### config.mk
export PLATFORM = sky130hd
export DESIGN_NAME = flash_read_ctrl
export DESIGN_NICKNAME = d
export VERILOG_FILES = /design/src/verilog/flash_read_pkg.sv /design/src/verilog/read_strobe_gen.sv /design/src/verilog/prefetch_line.sv /design/src/verilog/flash_read_ctrl.sv
export SDC_FILE = /design/constraint.sdc
export NUM_CORES = 1
export LEC_CHECK = 0
export BUFFER_PORTS_ARGS = -buffer_cell sky130_fd_sc_hd__buf_2
export CORE_MARGIN = 4
export CORE_UTILIZATION = 44
export DETAILED_ROUTE_END_ITERATION = 8
export GPL_ROUTABILITY_DRIVEN = 1
export GPL_TIMING_DRIVEN = 1
export PLACE_DENSITY = 0.74
export SLEW_MARGIN = 20
export SYNTH_ARGS = -nofsm -noshare
export SYNTH_HDL_FRONTEND = slang
export SYNTH_SLANG_ARGS = --single-unit
### constraint.sdc
create_clock -name aclk -period 2.1 [get_ports aclk]
set_input_delay 0.63 -clock aclk [delete_from_list [all_inputs] [get_ports aclk]]
set_output_delay 0.63 -clock aclk [all_outputs]
set_load 0.05 [all_outputs]
### src/verilog/flash_read_pkg.sv
// Shared constants and types for the flash read strobe timing block
package flash_read_pkg;

    // Widths of the core, flash and register bus sides
    localparam int CODE_ADDR_W = 16;
    localparam int WORD_ADDR_W = 14;
    localparam int BUS_ADDR_W = 8;

    // Register byte addresses on the register bus
    localparam logic [7:0] CACHE_CONTROL_OFFSET = 8'h84;
    localparam logic [7:0] FLASH_TIMING_OFFSET = 8'h88;
    localparam logic [7:0] READ_STATUS_OFFSET = 8'h8C;

    // Field positions inside cache_control_reg
    localparam int PF_ENABLE_BIT = 5;
    localparam int FLUSH_BIT = 4;

    // Field positions inside flash_timing_control_reg
    localparam int WIDTH_FIELD_LSB = 4;
    localparam int WIDTH_FIELD_MSB = 5;

    // Field positions inside the status register
    localparam int STATUS_BUSY_BIT = 0;
    localparam int STATUS_LINE_VALID_BIT = 1;

    // Reset values; the width field reset gives the one-cycle strobe
    localparam logic PF_ENABLE_RESET = 1'b1;
    localparam logic [1:0] WIDTH_FIELD_RESET = 2'h0;
    localparam logic [1:0] WIDTH_ONE_CYCLE = 2'h0;

    // System clock limit that the reset timing is good for
    localparam int SLOW_CLOCK_LIMIT_MHZ = 25;

    // AXI response codes
    localparam logic [1:0] RESP_OKAY = 2'h0;
    localparam logic [1:0] RESP_SLVERR = 2'h2;

    // Read sequencer states
    typedef enum logic [1:0] {
        ST_IDLE = 2'b00,
        ST_STROBE = 2'b01,
        ST_DONE = 2'b10
    } rd_state_t;

endpackage : flash_read_pkg

### src/verilog/read_strobe_gen.sv
// Flash read strobe generator, one or two cycles wide
`timescale 1ns/1ps
module read_strobe_gen
    import flash_read_pkg::*;
(
    // Clock and reset
    input wire logic aclk,
    input wire logic aresetn,
    // Control
    input wire logic start,
    input wire logic two_cycle,
    // Strobe
    output logic strobe,
    output logic last
);

    logic strobe_reg;
    logic extra_reg;

    // Width is latched at start, so a field change mid-read cannot stretch a strobe
    always_ff @(posedge aclk) begin
        if (!aresetn) begin
            strobe_reg <= 1'b0;
            extra_reg <= 1'b0;
        end else if (start) begin
            strobe_reg <= 1'b1;
            extra_reg <= two_cycle;
        end else if (strobe_reg && extra_reg) begin
            extra_reg <= 1'b0;
        end else begin
            strobe_reg <= 1'b0;
        end
    end

    assign strobe = strobe_reg;
    assign last = strobe_reg && !extra_reg;

    a_strobe_one_wide: assert property (
        @(posedge aclk) disable iff (!aresetn)
        (start && !two_cycle) |=> strobe ##1 !strobe)
        else $error("one-cycle strobe has wrong width");

    a_strobe_two_wide: assert property (
        @(posedge aclk) disable iff (!aresetn)
        (start && two_cycle) |=> strobe [*2] ##1 !strobe)
        else $error("two-cycle strobe has wrong width");

endmodule : read_strobe_gen

### src/verilog/prefetch_line.sv
// Linear prefetch line: one tag and one four-byte slot
`timescale 1ns/1ps
module prefetch_line
    import flash_read_pkg::*;
(
    // Clock and reset
    input wire logic aclk,
    input wire logic aresetn,
    // Fill and flush
    input wire logic load,
    input wire logic [WORD_ADDR_W-1:0] load_tag,
    input wire logic [31:0] load_word,
    input wire logic flush,
    // Lookup
    input wire logic [WORD_ADDR_W-1:0] look_tag,
    input wire logic [1:0] look_sel,
    output logic hit,
    output logic [7:0] look_byte,
    output logic valid
);

    logic valid_reg;
    logic [WORD_ADDR_W-1:0] tag_reg;
    logic [31:0] slot_reg;

    // A fill in the flush cycle wins, so freshly fetched code is kept
    always_ff @(posedge aclk) begin
        if (!aresetn) begin
            valid_reg <= 1'b0;
        end else if (load) begin
            valid_reg <= 1'b1;
        end else if (flush) begin
            valid_reg <= 1'b0;
        end
    end

    // Tag and four-byte slot
    always_ff @(posedge aclk) begin
        if (!aresetn) begin
            tag_reg <= '0;
            slot_reg <= 32'h0;
        end else if (load) begin
            tag_reg <= load_tag;
            slot_reg <= load_word;
        end
    end

    assign hit = valid_reg && (tag_reg == look_tag);
    assign look_byte = slot_reg[{look_sel, 3'b000} +: 8];
    assign valid = valid_reg;

    a_line_fill_kept: assert property (
        @(posedge aclk) disable iff (!aresetn)
        load |=> valid_reg && (tag_reg == $past(load_tag)) && (slot_reg == $past(load_word)))
        else $error("prefetch line did not keep the fetched word");

endmodule : prefetch_line

### src/verilog/flash_read_ctrl.sv
// Flash read strobe timing controller with register slave and prefetch line
// Function
// - Reset timing suits clocks up to 25 MHz
// - Every data read or fetch issues strobe; a fetch that hits the prefetch line issues none
// - Strobe one or two cycles by field
// - Flash active only while strobe high
// - Prefetch fetches four bytes per access
//
// Added by the designer: the AXI4-Lite interface to the registers.
`timescale 1ns/1ps
module flash_read_ctrl
    import flash_read_pkg::*;
(
    // Clock and reset
    input wire logic aclk,
    input wire logic aresetn,
    // AXI4-Lite write address
    input wire logic [BUS_ADDR_W-1:0] awaddr,
    input wire logic awvalid,
    output logic awready,
    // AXI4-Lite write data
    input wire logic [31:0] wdata,
    input wire logic [3:0] wstrb,
    input wire logic wvalid,
    output logic wready,
    // AXI4-Lite write response
    output logic [1:0] bresp,
    output logic bvalid,
    input wire logic bready,
    // AXI4-Lite read address
    input wire logic [BUS_ADDR_W-1:0] araddr,
    input wire logic arvalid,
    output logic arready,
    // AXI4-Lite read data
    output logic [31:0] rdata,
    output logic [1:0] rresp,
    output logic rvalid,
    input wire logic rready,
    // Core read requests, held until rd_ack
    input wire logic code_req,
    input wire logic [CODE_ADDR_W-1:0] code_addr,
    input wire logic data_req,
    input wire logic [CODE_ADDR_W-1:0] data_addr,
    output logic rd_ack,
    output logic [7:0] rd_byte,
    // Flash array
    output logic [WORD_ADDR_W-1:0] flash_addr,
    output logic flash_strobe,
    output logic flash_lowpower,
    input wire logic [31:0] flash_rdata
);

    // Register state
    logic prefetch_engine_enable_reg;
    logic [1:0] read_strobe_width_field_reg;

    // Write channel holding state
    logic aw_held_reg;
    logic [BUS_ADDR_W-1:0] aw_addr_reg;
    logic w_held_reg;
    logic [31:0] w_data_reg;
    logic w_lane0_reg;
    logic bvalid_reg;
    logic [1:0] bresp_reg;

    // Read channel state
    logic rvalid_reg;
    logic [31:0] rdata_reg;
    logic [1:0] rresp_reg;

    // Read sequencer state
    rd_state_t state_reg;
    rd_state_t state_next;
    logic src_code_reg;
    logic [CODE_ADDR_W-1:0] addr_reg;
    logic [7:0] byte_reg;

    // Internal nets
    logic do_write;
    logic wr_mapped;
    logic flush_pulse;
    logic [31:0] rd_mux;
    logic rd_mapped;
    logic strobe_start;
    logic strobe_last;
    logic line_hit;
    logic line_valid;
    logic line_load;
    logic [7:0] line_byte;
    logic code_from_line;

    // Write address and data are taken in either order and held until used
    assign awready = !aw_held_reg && !bvalid_reg;
    assign wready = !w_held_reg && !bvalid_reg;
    assign do_write = aw_held_reg && w_held_reg && !bvalid_reg;
    assign wr_mapped = ({aw_addr_reg[7:2], 2'b00} == CACHE_CONTROL_OFFSET) ||
                       ({aw_addr_reg[7:2], 2'b00} == FLASH_TIMING_OFFSET) ||
                       ({aw_addr_reg[7:2], 2'b00} == READ_STATUS_OFFSET);

    // Write address holder
    always_ff @(posedge aclk) begin
        if (!aresetn) begin
            aw_held_reg <= 1'b0;
            aw_addr_reg <= '0;
        end else if (awvalid && awready) begin
            aw_held_reg <= 1'b1;
            aw_addr_reg <= awaddr;
        end else if (do_write) begin
            aw_held_reg <= 1'b0;
        end
    end

    // Write data holder
    always_ff @(posedge aclk) begin
        if (!aresetn) begin
            w_held_reg <= 1'b0;
            w_data_reg <= 32'h0;
            w_lane0_reg <= 1'b0;
        end else if (wvalid && wready) begin
            w_held_reg <= 1'b1;
            w_data_reg <= wdata;
            w_lane0_reg <= wstrb[0];
        end else if (do_write) begin
            w_held_reg <= 1'b0;
        end
    end

    // Write response; unmapped addresses answer SLVERR
    always_ff @(posedge aclk) begin
        if (!aresetn) begin
            bvalid_reg <= 1'b0;
            bresp_reg <= RESP_OKAY;
        end else if (do_write) begin
            bvalid_reg <= 1'b1;
            bresp_reg <= wr_mapped ? RESP_OKAY : RESP_SLVERR;
        end else if (bready) begin
            bvalid_reg <= 1'b0;
        end
    end

    assign bvalid = bvalid_reg;
    assign bresp = bresp_reg;

    // Control registers; only byte lane 0 carries them
    always_ff @(posedge aclk) begin
        if (!aresetn) begin
            prefetch_engine_enable_reg <= PF_ENABLE_RESET;
            read_strobe_width_field_reg <= WIDTH_FIELD_RESET;
        end else if (do_write && w_lane0_reg) begin
            if ({aw_addr_reg[7:2], 2'b00} == CACHE_CONTROL_OFFSET) begin
                prefetch_engine_enable_reg <= w_data_reg[PF_ENABLE_BIT];
            end
            if ({aw_addr_reg[7:2], 2'b00} == FLASH_TIMING_OFFSET) begin
                read_strobe_width_field_reg <= w_data_reg[WIDTH_FIELD_MSB:WIDTH_FIELD_LSB];
            end
        end
    end

    // Flush is write-one, it reads back as zero
    assign flush_pulse = do_write && w_lane0_reg && w_data_reg[FLUSH_BIT] &&
                         ({aw_addr_reg[7:2], 2'b00} == CACHE_CONTROL_OFFSET);

    // Read data mux
    always_comb begin
        rd_mux = 32'h0;
        rd_mapped = 1'b1;
        unique case ({araddr[7:2], 2'b00})
            CACHE_CONTROL_OFFSET: begin
                rd_mux[PF_ENABLE_BIT] = prefetch_engine_enable_reg;
            end
            FLASH_TIMING_OFFSET: begin
                rd_mux[WIDTH_FIELD_MSB:WIDTH_FIELD_LSB] = read_strobe_width_field_reg;
            end
            READ_STATUS_OFFSET: begin
                rd_mux[STATUS_BUSY_BIT] = (state_reg != ST_IDLE);
                rd_mux[STATUS_LINE_VALID_BIT] = line_valid;
            end
            default: begin
                rd_mapped = 1'b0;
            end
        endcase
    end

    // Read channel: one outstanding read, answered the cycle after the address
    assign arready = !rvalid_reg;

    always_ff @(posedge aclk) begin
        if (!aresetn) begin
            rvalid_reg <= 1'b0;
            rdata_reg <= 32'h0;
            rresp_reg <= RESP_OKAY;
        end else if (arvalid && arready) begin
            rvalid_reg <= 1'b1;
            rdata_reg <= rd_mux;
            rresp_reg <= rd_mapped ? RESP_OKAY : RESP_SLVERR;
        end else if (rready) begin
            rvalid_reg <= 1'b0;
        end
    end

    assign rvalid = rvalid_reg;
    assign rdata = rdata_reg;
    assign rresp = rresp_reg;

    // Data reads take priority; a fetch that hits the line needs no strobe
    assign code_from_line = prefetch_engine_enable_reg && line_hit;
    assign strobe_start = (state_reg == ST_IDLE) &&
                          (data_req || (code_req && !code_from_line));

    // Sequencer next state
    always_comb begin
        state_next = state_reg;
        unique case (state_reg)
            ST_IDLE: begin
                if (data_req || code_req) begin
                    state_next = strobe_start ? ST_STROBE : ST_DONE;
                end
            end
            ST_STROBE: begin
                if (strobe_last) begin
                    state_next = ST_DONE;
                end
            end
            ST_DONE: begin
                state_next = ST_IDLE;
            end
            default: begin
                state_next = ST_IDLE;
            end
        endcase
    end

    // Sequencer state
    always_ff @(posedge aclk) begin
        if (!aresetn) begin
            state_reg <= ST_IDLE;
        end else begin
            state_reg <= state_next;
        end
    end

    // Latch the request source and address as the strobe starts
    always_ff @(posedge aclk) begin
        if (!aresetn) begin
            src_code_reg <= 1'b0;
            addr_reg <= '0;
        end else if (strobe_start) begin
            src_code_reg <= !data_req;
            addr_reg <= data_req ? data_addr : code_addr;
        end
    end

    // Byte returned to the core, from the line or from the flash word
    always_ff @(posedge aclk) begin
        if (!aresetn) begin
            byte_reg <= 8'h00;
        end else if (state_reg == ST_IDLE && !data_req && code_req && code_from_line) begin
            byte_reg <= line_byte;
        end else if (state_reg == ST_STROBE && strobe_last) begin
            byte_reg <= flash_rdata[{addr_reg[1:0], 3'b000} +: 8];
        end
    end

    assign rd_ack = (state_reg == ST_DONE);
    assign rd_byte = byte_reg;
    assign flash_addr = addr_reg[CODE_ADDR_W-1:2];

    // The whole four-byte word of a code miss fills the line
    assign line_load = (state_reg == ST_STROBE) && strobe_last &&
                       src_code_reg && prefetch_engine_enable_reg;

    // The array is powered only while the strobe is high
    assign flash_lowpower = !flash_strobe;

    read_strobe_gen u_strobe (
        .aclk(aclk),
        .aresetn(aresetn),
        .start(strobe_start),
        .two_cycle(read_strobe_width_field_reg != WIDTH_ONE_CYCLE),
        .strobe(flash_strobe),
        .last(strobe_last)
    );

    prefetch_line u_line (
        .aclk(aclk),
        .aresetn(aresetn),
        .load(line_load),
        .load_tag(addr_reg[CODE_ADDR_W-1:2]),
        .load_word(flash_rdata),
        .flush(flush_pulse),
        .look_tag(code_addr[CODE_ADDR_W-1:2]),
        .look_sel(code_addr[1:0]),
        .hit(line_hit),
        .look_byte(line_byte),
        .valid(line_valid)
    );

    a_reset_slow_timing: assert property (
        @(posedge aclk) disable iff (!aresetn)
        !$past(aresetn) |-> (read_strobe_width_field_reg == WIDTH_FIELD_RESET))
        else $error("width field not at slow-clock default after reset");

    a_data_read_strobe: assert property (
        @(posedge aclk) disable iff (!aresetn)
        (state_reg == ST_IDLE && data_req) |=> flash_strobe ##[1:2] rd_ack)
        else $error("data read did not strobe the flash");

    a_flash_idle_low: assert property (
        @(posedge aclk) disable iff (!aresetn)
        (state_reg != ST_STROBE) |-> (!flash_strobe && flash_lowpower))
        else $error("flash active outside a read strobe");

    a_line_hit_quiet: assert property (
        @(posedge aclk) disable iff (!aresetn)
        (state_reg == ST_IDLE && !data_req && code_req && code_from_line)
        |=> !flash_strobe && rd_ack && (rd_byte == $past(line_byte)))
        else $error("fetch hitting the line touched the flash");

endmodule : flash_read_ctrl

==> results of run 1 <==
==> kinds of logic after synthesis <==
family	after synthesis
multiplexers	53
flip-flops	98
buffers and inverters	83
AO/OA/AOI/OAI	92
other	1
XOR/XNOR	14
AND/OR/NAND/NOR	183
==> power by group <==
part           switching, mW  leakage, nW  internal [mW]
registers             0.0646        0.797           1.93
logic                  0.551         1.44          0.293
clock network          0.644        0.116          0.786
==> through the flow <==
stage / std cells / instance area [um2]
6_report: 771 / 5690
5_1_grt: 771 / 5690
4_1_cts: 771 / 5690
3_5_place_dp: 756 / 5460
3_3_place_gp: 756 / 5460
2_1_floorplan: 553 / 4940
==> routing by layer <==
metal,vias to the layer above,part of all wire [%],global-route usage [%],wire length [um]
met5,-,0,0,0
met4,0,1.5,6.33,179
met3,17,6.2,3.48,722
met2,131,51,32.1,5870
met1,1855,42,22.0,4830
li1,1939,-,-,-
==> area by class of cell <==
class	instances	area (um2)
well taps	136	170
clock inverters	5	104
fillers	952	4820
flip-flops and latches	98	1960
multi-input cells	372	2450
inverters	6	22.5
repair buffers	144	848
clock buffers	10	128
==> worst max path at each step <==
stage | end | cells after the start
6_report | rd_ack | 2
3_5_place_dp | u_strobe.extra_reg | 7
5_1_grt | addr_reg[11] | 7
3_3_place_gp | u_strobe.extra_reg | 7
2_1_floorplan | rd_byte[5] | 7
4_1_cts | rd_ack | 2
==> worst register-to-register path: stages, from the launching register on <==
cell and delay, ps:
dfxtp_1 340, xor2_1 180, or3_1 420, and4bb_2 330, o21a_1 180, buf_12 160, mux2i_1 180
==> cells in the mapped netlist, drive strengths merged (7+ instances only) <==
cell type / n
xnor2: 11
a21oi: 54
mux2i: 21
o2bb2ai: 16
buf: 60
a211oi: 8
dfxtp: 98
nor2: 30
nand2: 114
mux4: 16
mux2: 16
clkbuf: 17
nand2b: 7
==> results.json, run 1 <==
{
  "synthAdderAreaFrac_pct": 0,
  "timing.hold.ws_ps": 459,
  "dr.pass1.iters": 4,
  "fin_worst_skew_ps": 5.62,
  "synthFlopType": "dfxtp_1",
  "critPathMaxFanout": 6,
  "worstHoldStart": "u_line.slot_reg[7]",
  "cts_resized": 0,
  "hold_violations": 0,
  "synth_xor_area_share_pct": 2.54,
  "synth_area_leader_cell": "dfxtp_1",
  "rr_worst_depth": 6,
  "rsz0062_at_grt": "false",
  "seq_area_frac_synth_pct": 40.7,
  "final_common_cell": "buf_2",
  "synth_compound_area_share_pct": 12.8,
  "post_cts_buffers": 0,
  "antenna_found_initial": 0,
  "cpPeakStageDelay_ps": 450,
  "hold-path-endpoint": "u_line.slot_reg[7]",
  "finalPower_mw": 4.27,
  "row_count": 37,
  "drt-total-wl_um": 11600,
  "grt_pass1_wl_um": 18800,
  "grt_usage_pct": 18.1,
  "numPortBuffers": 123,
  "arrival_ps": 1300,
  "cts_hold_repair.buffers": 0,
  "drt_drc_violations_left": 0,
  "critPathBufInv": 1,
  "worst_pin_slew_ps": 514,
  "final_cell_mix": "buf_2 (123), nand2_1 (114), dfxtp_1 (98)",
  "min_period_over_period_pct": 91.8,
  "yosys.area.top_type_share_pct": 40.7,
  "fin_util_pct": 54.1,
  "synth_edf_count": 0,
  "initial_utilization_pct": 45.9,
  "hold_depth": 2,
  "nets": 756,
  "p_leak_nw": 2.36,
  "outcome": "finished clean",
  "crit_family": "flip-flops",
  "core_um2": 10500,
  "avgSynthCellArea_um2": 9.21,
  "pre_cts_slack_ps": -109,
  "antennaDiodeCount": 0,
  "min_path_type": "register to register",
  "start_kind": "register",
  "largest_reg_flops": 32,
  "grt.overflow.total": 0,
  "critPathRequiredTime_ps": 1470,
  "yosysUniqueCellTypes": 45,
  "fmax_mhz": 519,
  "ys_warn_count": 0,
  "synthToLayoutAreaGrowth_pct": 17.9,
  "setup_violations": 0,
  "cts_tree": "built",
  "die_h_um": 113,
  "ios": 191,
  "dp_hpwl_um": 8660,
  "clockBufferDepth": 2,
  "drive_above_1_share_pct": 32.8,
  "gp_congestion": 0.785,
  "maxCapViolations": 0,
  "grt_max_degree": 47,
  "crit_chain": "nor2b_1 -> buf_2",
  "rr_startpoint": "u_line.tag_reg[2]",
  "syn_inst": 524,
  "clkTransAtPathRegs_ps": 90,
  "ys_ff_latch": 98,
  "path_class": "register to primary output",
  "layout_min_cycle_time_ps": 1930,
  "syn-cell-area_um2": 4830,
  "wl_per_cell_um": 15.0,
  "cp_slowest_cell": "dfxtp_1",
  "synthTopCellsByArea": "dfxtp_1 (41%), nand2_1 (8.9%), buf_4 (7.6%), mux4_2 (7.5%), a21oi_1 (5.6%)",
  "ant_nets": 0,
  "ir_drop_mv": 0.293,
  "drtIter0Drc": 159,
  "finalSetupTns_ps": 0,
  "cts_root_buffer": "clkbuf_8",
  "regToRegSetupSlack_ps": 250,
  "yosys.area_share.simple_pct": 17.3,
  "clock_sinks": 98,
  "grt_pass1_vias": 3892,
  "die-area_um2": 12700,
  "crit_start": "state_reg[1]",
  "routed_via_density": 5.11,
  "ys_async_sr_fraction_pct": 0,
  "cellPowerDensity_nw_per_um2": 751,
  "worst_slack_ps": 173,
  "synth.area.mux_share_pct": 15.6,
  "dr_total_vias": 3942,
  "synth_top_family_by_area": "simple AND/OR/NAND/NOR gates",
  "finalMaxSlewViolations": 0,
  "numCtsBuffers": 9,
  "end_kind": "primary output",
  "h-tree-depth": 3,
  "timing.rr.end": "u_strobe.extra_reg",
  "relSlewSlack_pct": 65.3,
  "clock_latency_ps": 360,
  "die_w_um": 113
}
Power figures use the tool's default switching activity.
==> run 2: changes to the inputs <==
Settings changed: CORE_UTILIZATION 44 to 45, PLACE_DENSITY 0.74 to 0.75, REMOVE_ABC_BUFFERS set to 1, SYNTH_HIERARCHICAL set to 1.
==> run 2 against run 1 <==
  * Die area grew 1.4%
  * Sequential share of layout area decreased by 0.75 points
  * Clock power fell by 13%
  * Critical path depth rose by 9
  * Power increased by 3.3%
  * Global-route usage shrank 0.44 points
  * Non-clock buffer count unchanged
  * Critical path type is now input port to register
  * Largest cell class unchanged
  * Synthesized cell count fell by 7.8%
  * Cell count down 4.4%
  * Count of clock-buffer cells in the layout down 1
  * Area after synthesis is 3.8% higher
==> results.json, run 2 <==
{
  "p_sw_share_pct": 34.1,
  "syn_inst": 483,
  "rr_worst_depth": 10,
  "p_seq_share_pct": 46.6,
  "yosysUniqueCellTypes": 45,
  "avgSynthCellArea_um2": 10.4,
  "placed_area_um2": 5540,
  "crit_chain": "buf_2 -> xnor2_2 -> nand4_1 -> nor4_2 -> buf_4 -> a21boi_2 -> o21ai_2 -> clkinv_2 -> buf_4 -> buf_4 -> a31o_1",
  "regToRegSetupSlack_ps": 140,
  "antennaDiodeCount": 0,
  "cp_slowest_cell": "nor4_2",
  "numPortBuffers": 123,
  "ir_drop_mv": 0.350,
  "end_kind": "register",
  "ys_warn_count": 6,
  "finalPower_mw": 4.41,
  "min_path_type": "register to register",
  "routed_via_density": 5.10,
  "rr_startpoint": "u_line/tag_reg[6]",
  "layout_min_cycle_time_ps": 1990,
  "die-area_um2": 12900,
  "h-tree-depth": 3,
  "synth_edf_count": 0,
  "clock_latency_ps": 370,
  "final_common_cell": "buf_2",
  "wl_per_cell_um": 15.5,
  "row_count": 38,
  "p_int_mw": 2.90,
  "relSlewSlack_pct": 58.3,
  "worst_slack_ps": 115,
  "dr.pass1.iters": 4,
  "critPathRequiredTime_ps": 2370,
  "synth_compound_area_share_pct": 9.62,
  "critPathMaxFanout": 4,
  "hold-path-endpoint": "rdata[4]",
  "seq_area_frac_synth_pct": 39.2,
  "fmax_mhz": 504,
  "grt_pass1_wl_um": 18300,
  "synthFlopType": "dfxtp_1",
  "cts_tree": "built",
  "final_cell_mix": "buf_2 (123), dfxtp_1 (96), mux2i_1 (74)",
  "drt-total-wl_um": 11400,
  "fin_util_pct": 53.5,
  "p_switching_mw": 1.51,
  "yosys.area_share.simple_pct": 15.7,
  "crit_top_cell": "buf_4",
  "clkTransAtPathRegs_ps": 100,
  "cpPeakStageDelay_ps": 290,
  "grt_max_degree": 48,
  "syn-cell-area_um2": 5010,
  "grt_pass1_vias": 3725,
  "worst_pin_slew_ps": 624,
  "rsz0062_at_grt": "false",
  "antenna_found_initial": 1,
  "grt.overflow.total": 0,
  "initial_utilization_pct": 46.0,
  "crit_start": "code_addr[12]",
  "ant_nets": 0,
  "critPathBufInv": 5,
  "pwr-share-comb_pct": 25.0,
  "crit_family": "buffers and inverters",
  "pre_cts_slack_ps": -570,
  "timing.rr.end": "u_strobe/extra_reg",
  "fillerInstances": 990,
  "synth_most_common_cell": "dfxtp_1",
  "clockBufferDepth": 2,
  "dp_hpwl_um": 8280,
  "core_um2": 10900,
  "drive_above_1_share_pct": 32.5,
  "start_kind": "input port",
  "synthTopCellsByArea": "dfxtp_1 (39%), mux2i_1 (15%), mux4_2 (7.2%), buf_4 (6.7%), nor2b_1 (6.7%)",
  "die_w_um": 114,
  "ys_async_sr_fraction_pct": 0,
  "min_period_over_period_pct": 94.5,
  "arrival_ps": 2260,
  "synth_xor_area_share_pct": 2.45,
  "hold_depth": 2,
  "nets": 717,
  "ys_ff_latch": 98,
  "p_leak_nw": 2.41,
  "finalMaxSlewViolations": 0,
  "drtIter0Drc": 172,
  "maxCapViolations": 0,
  "cts_root_buffer": "clkbuf_8",
  "final_cell_area_um2": 5820,
  "yosys.area.top_type_share_pct": 39.2,
  "synthTopCellsByCount": "dfxtp_1 (98), mux2i_1 (74), nor2b_1 (54)",
  "clock_sinks": 98,
  "synth_top_family_by_area": "multiplexers",
  "fin_worst_skew_ps": 11.0,
  "pwr-share-clk_pct": 28.4,
  "synth.area.mux_share_pct": 22.0,
  "path_class": "input port to register",
  "synthAdderAreaFrac_pct": 0,
  "hold_violations": 0,
  "largest_reg_flops": 32,
  "gp_congestion": 0.788,
  "drt_drc_violations_left": 0,
  "grt_usage_pct": 17.7,
  "ios": 191,
  "die_h_um": 114,
  "synth_area_leader_cell": "dfxtp_1",
  "synthToLayoutAreaGrowth_pct": 16.2,
  "timing.hold.ws_ps": 452,
  "outcome": "finished clean",
  "dr_total_vias": 3758,
  "worstHoldStart": "rdata[4]",
  "numCtsBuffers": 9,
  "cellPowerDensity_nw_per_um2": 758,
  "setup_violations": 0
}
-- run 2: cell types whose count changed after synthesis, moves of 4 or more --
| cell | change |
|---|---|
| o211ai_1 | +18 |
| mux2_2 | -16 |
| buf_4 | -4 |
| nor2b_1 | +51 |
| o211a_1 | +16 |
| nor2_1 | -13 |
| a21oi_1 | -45 |
| o2bb2ai_1 | -16 |
| nor3_1 | +8 |
| a311oi_1 | +7 |
| mux2i_1 | +53 |
| nand2_1 | -92 |
| a211oi_2 | -8 |
-- run 2: worst register-to-register path: cells and delay by family (launching register included) --
family,cells,cell delay [ps]
and+or+nand+nor,2,450
buffers and inverters,4,540
xor gates and xnor gates,1,170
DFF,1,330
AOI/OAI and AO/OA,3,380
-- run 2: layout make-up --
cell class	count	area (um2)	share of cell area, %
clock inverters	7	78.8	1.35
well taps	140	175	3.01
repair buffers	144	786	13.5
clock buffers	9	124	2.13
inverters	6	23.8	0.408
multi-input cells	333	2670	45.9
flip-flops and latches	98	1960	33.7
-- run 2: kinds of logic after synthesis --
group	after synthesis
AO/OA/AOI/OAI	60
buffers and inverters	81
other	1
flip-flops	98
XOR/XNOR	14
AND/OR/NAND/NOR	139
multiplexers	90
-- run 2: routing by layer --
metal,routed length (um),GRT usage [%],vias to the layer above
li1,-,-,1858
met4,207,7.45,2
met2,5600,30.0,112
met1,4980,22.2,1769
met3,646,3.08,17
met5,12,0,-
-- run 2: power by group through the flow --
| stage | clock network (mW) | registers, mW | logic (mW) |
|---|---|---|---|
| after floorplan | 0 | 2.29 | 0.513 |
| after global placement | 0 | 2.09 | 1.07 |
| after detailed placement | 0 | 2.10 | 1.09 |
| after CTS | 1.30 | 2.06 | 1.10 |
| after global routing | 1.38 | 2.07 | 1.17 |
| final | 1.25 | 2.06 | 1.10 |
-- run 2: worst max-delay path by stage --
stage | to | slack, ps | cells after the start
6_report | u_strobe/extra_reg | 110 | 11
3_3_place_gp | addr_reg[5] | -490 | 10
2_1_floorplan | u_line/slot_reg[0] | -1220 | 5
4_1_cts | state_reg[1] | 60 | 9
5_1_grt | state_reg[1] | 20 | 10
3_5_place_dp | state_reg[1] | -570 | 10
-- run 2: per-stage QoR --
step	setup TNS, ps	std cells
6_report	0	737
5_1_grt	0	737
4_1_cts	0	737
3_5_place_dp	-12790	720
3_3_place_gp	-11560	720
2_1_floorplan	-65140	437
-- run 2: timing repair --
item / 4_1_cts / 5_1_grt
pin swaps: 0 / 5
resized for setup: 4 / 10
endpoints found under the setup margin: 19 / 27
hold buffers: 0 / 0
buffers inserted: 1 / 0
cloned: 0 / 0
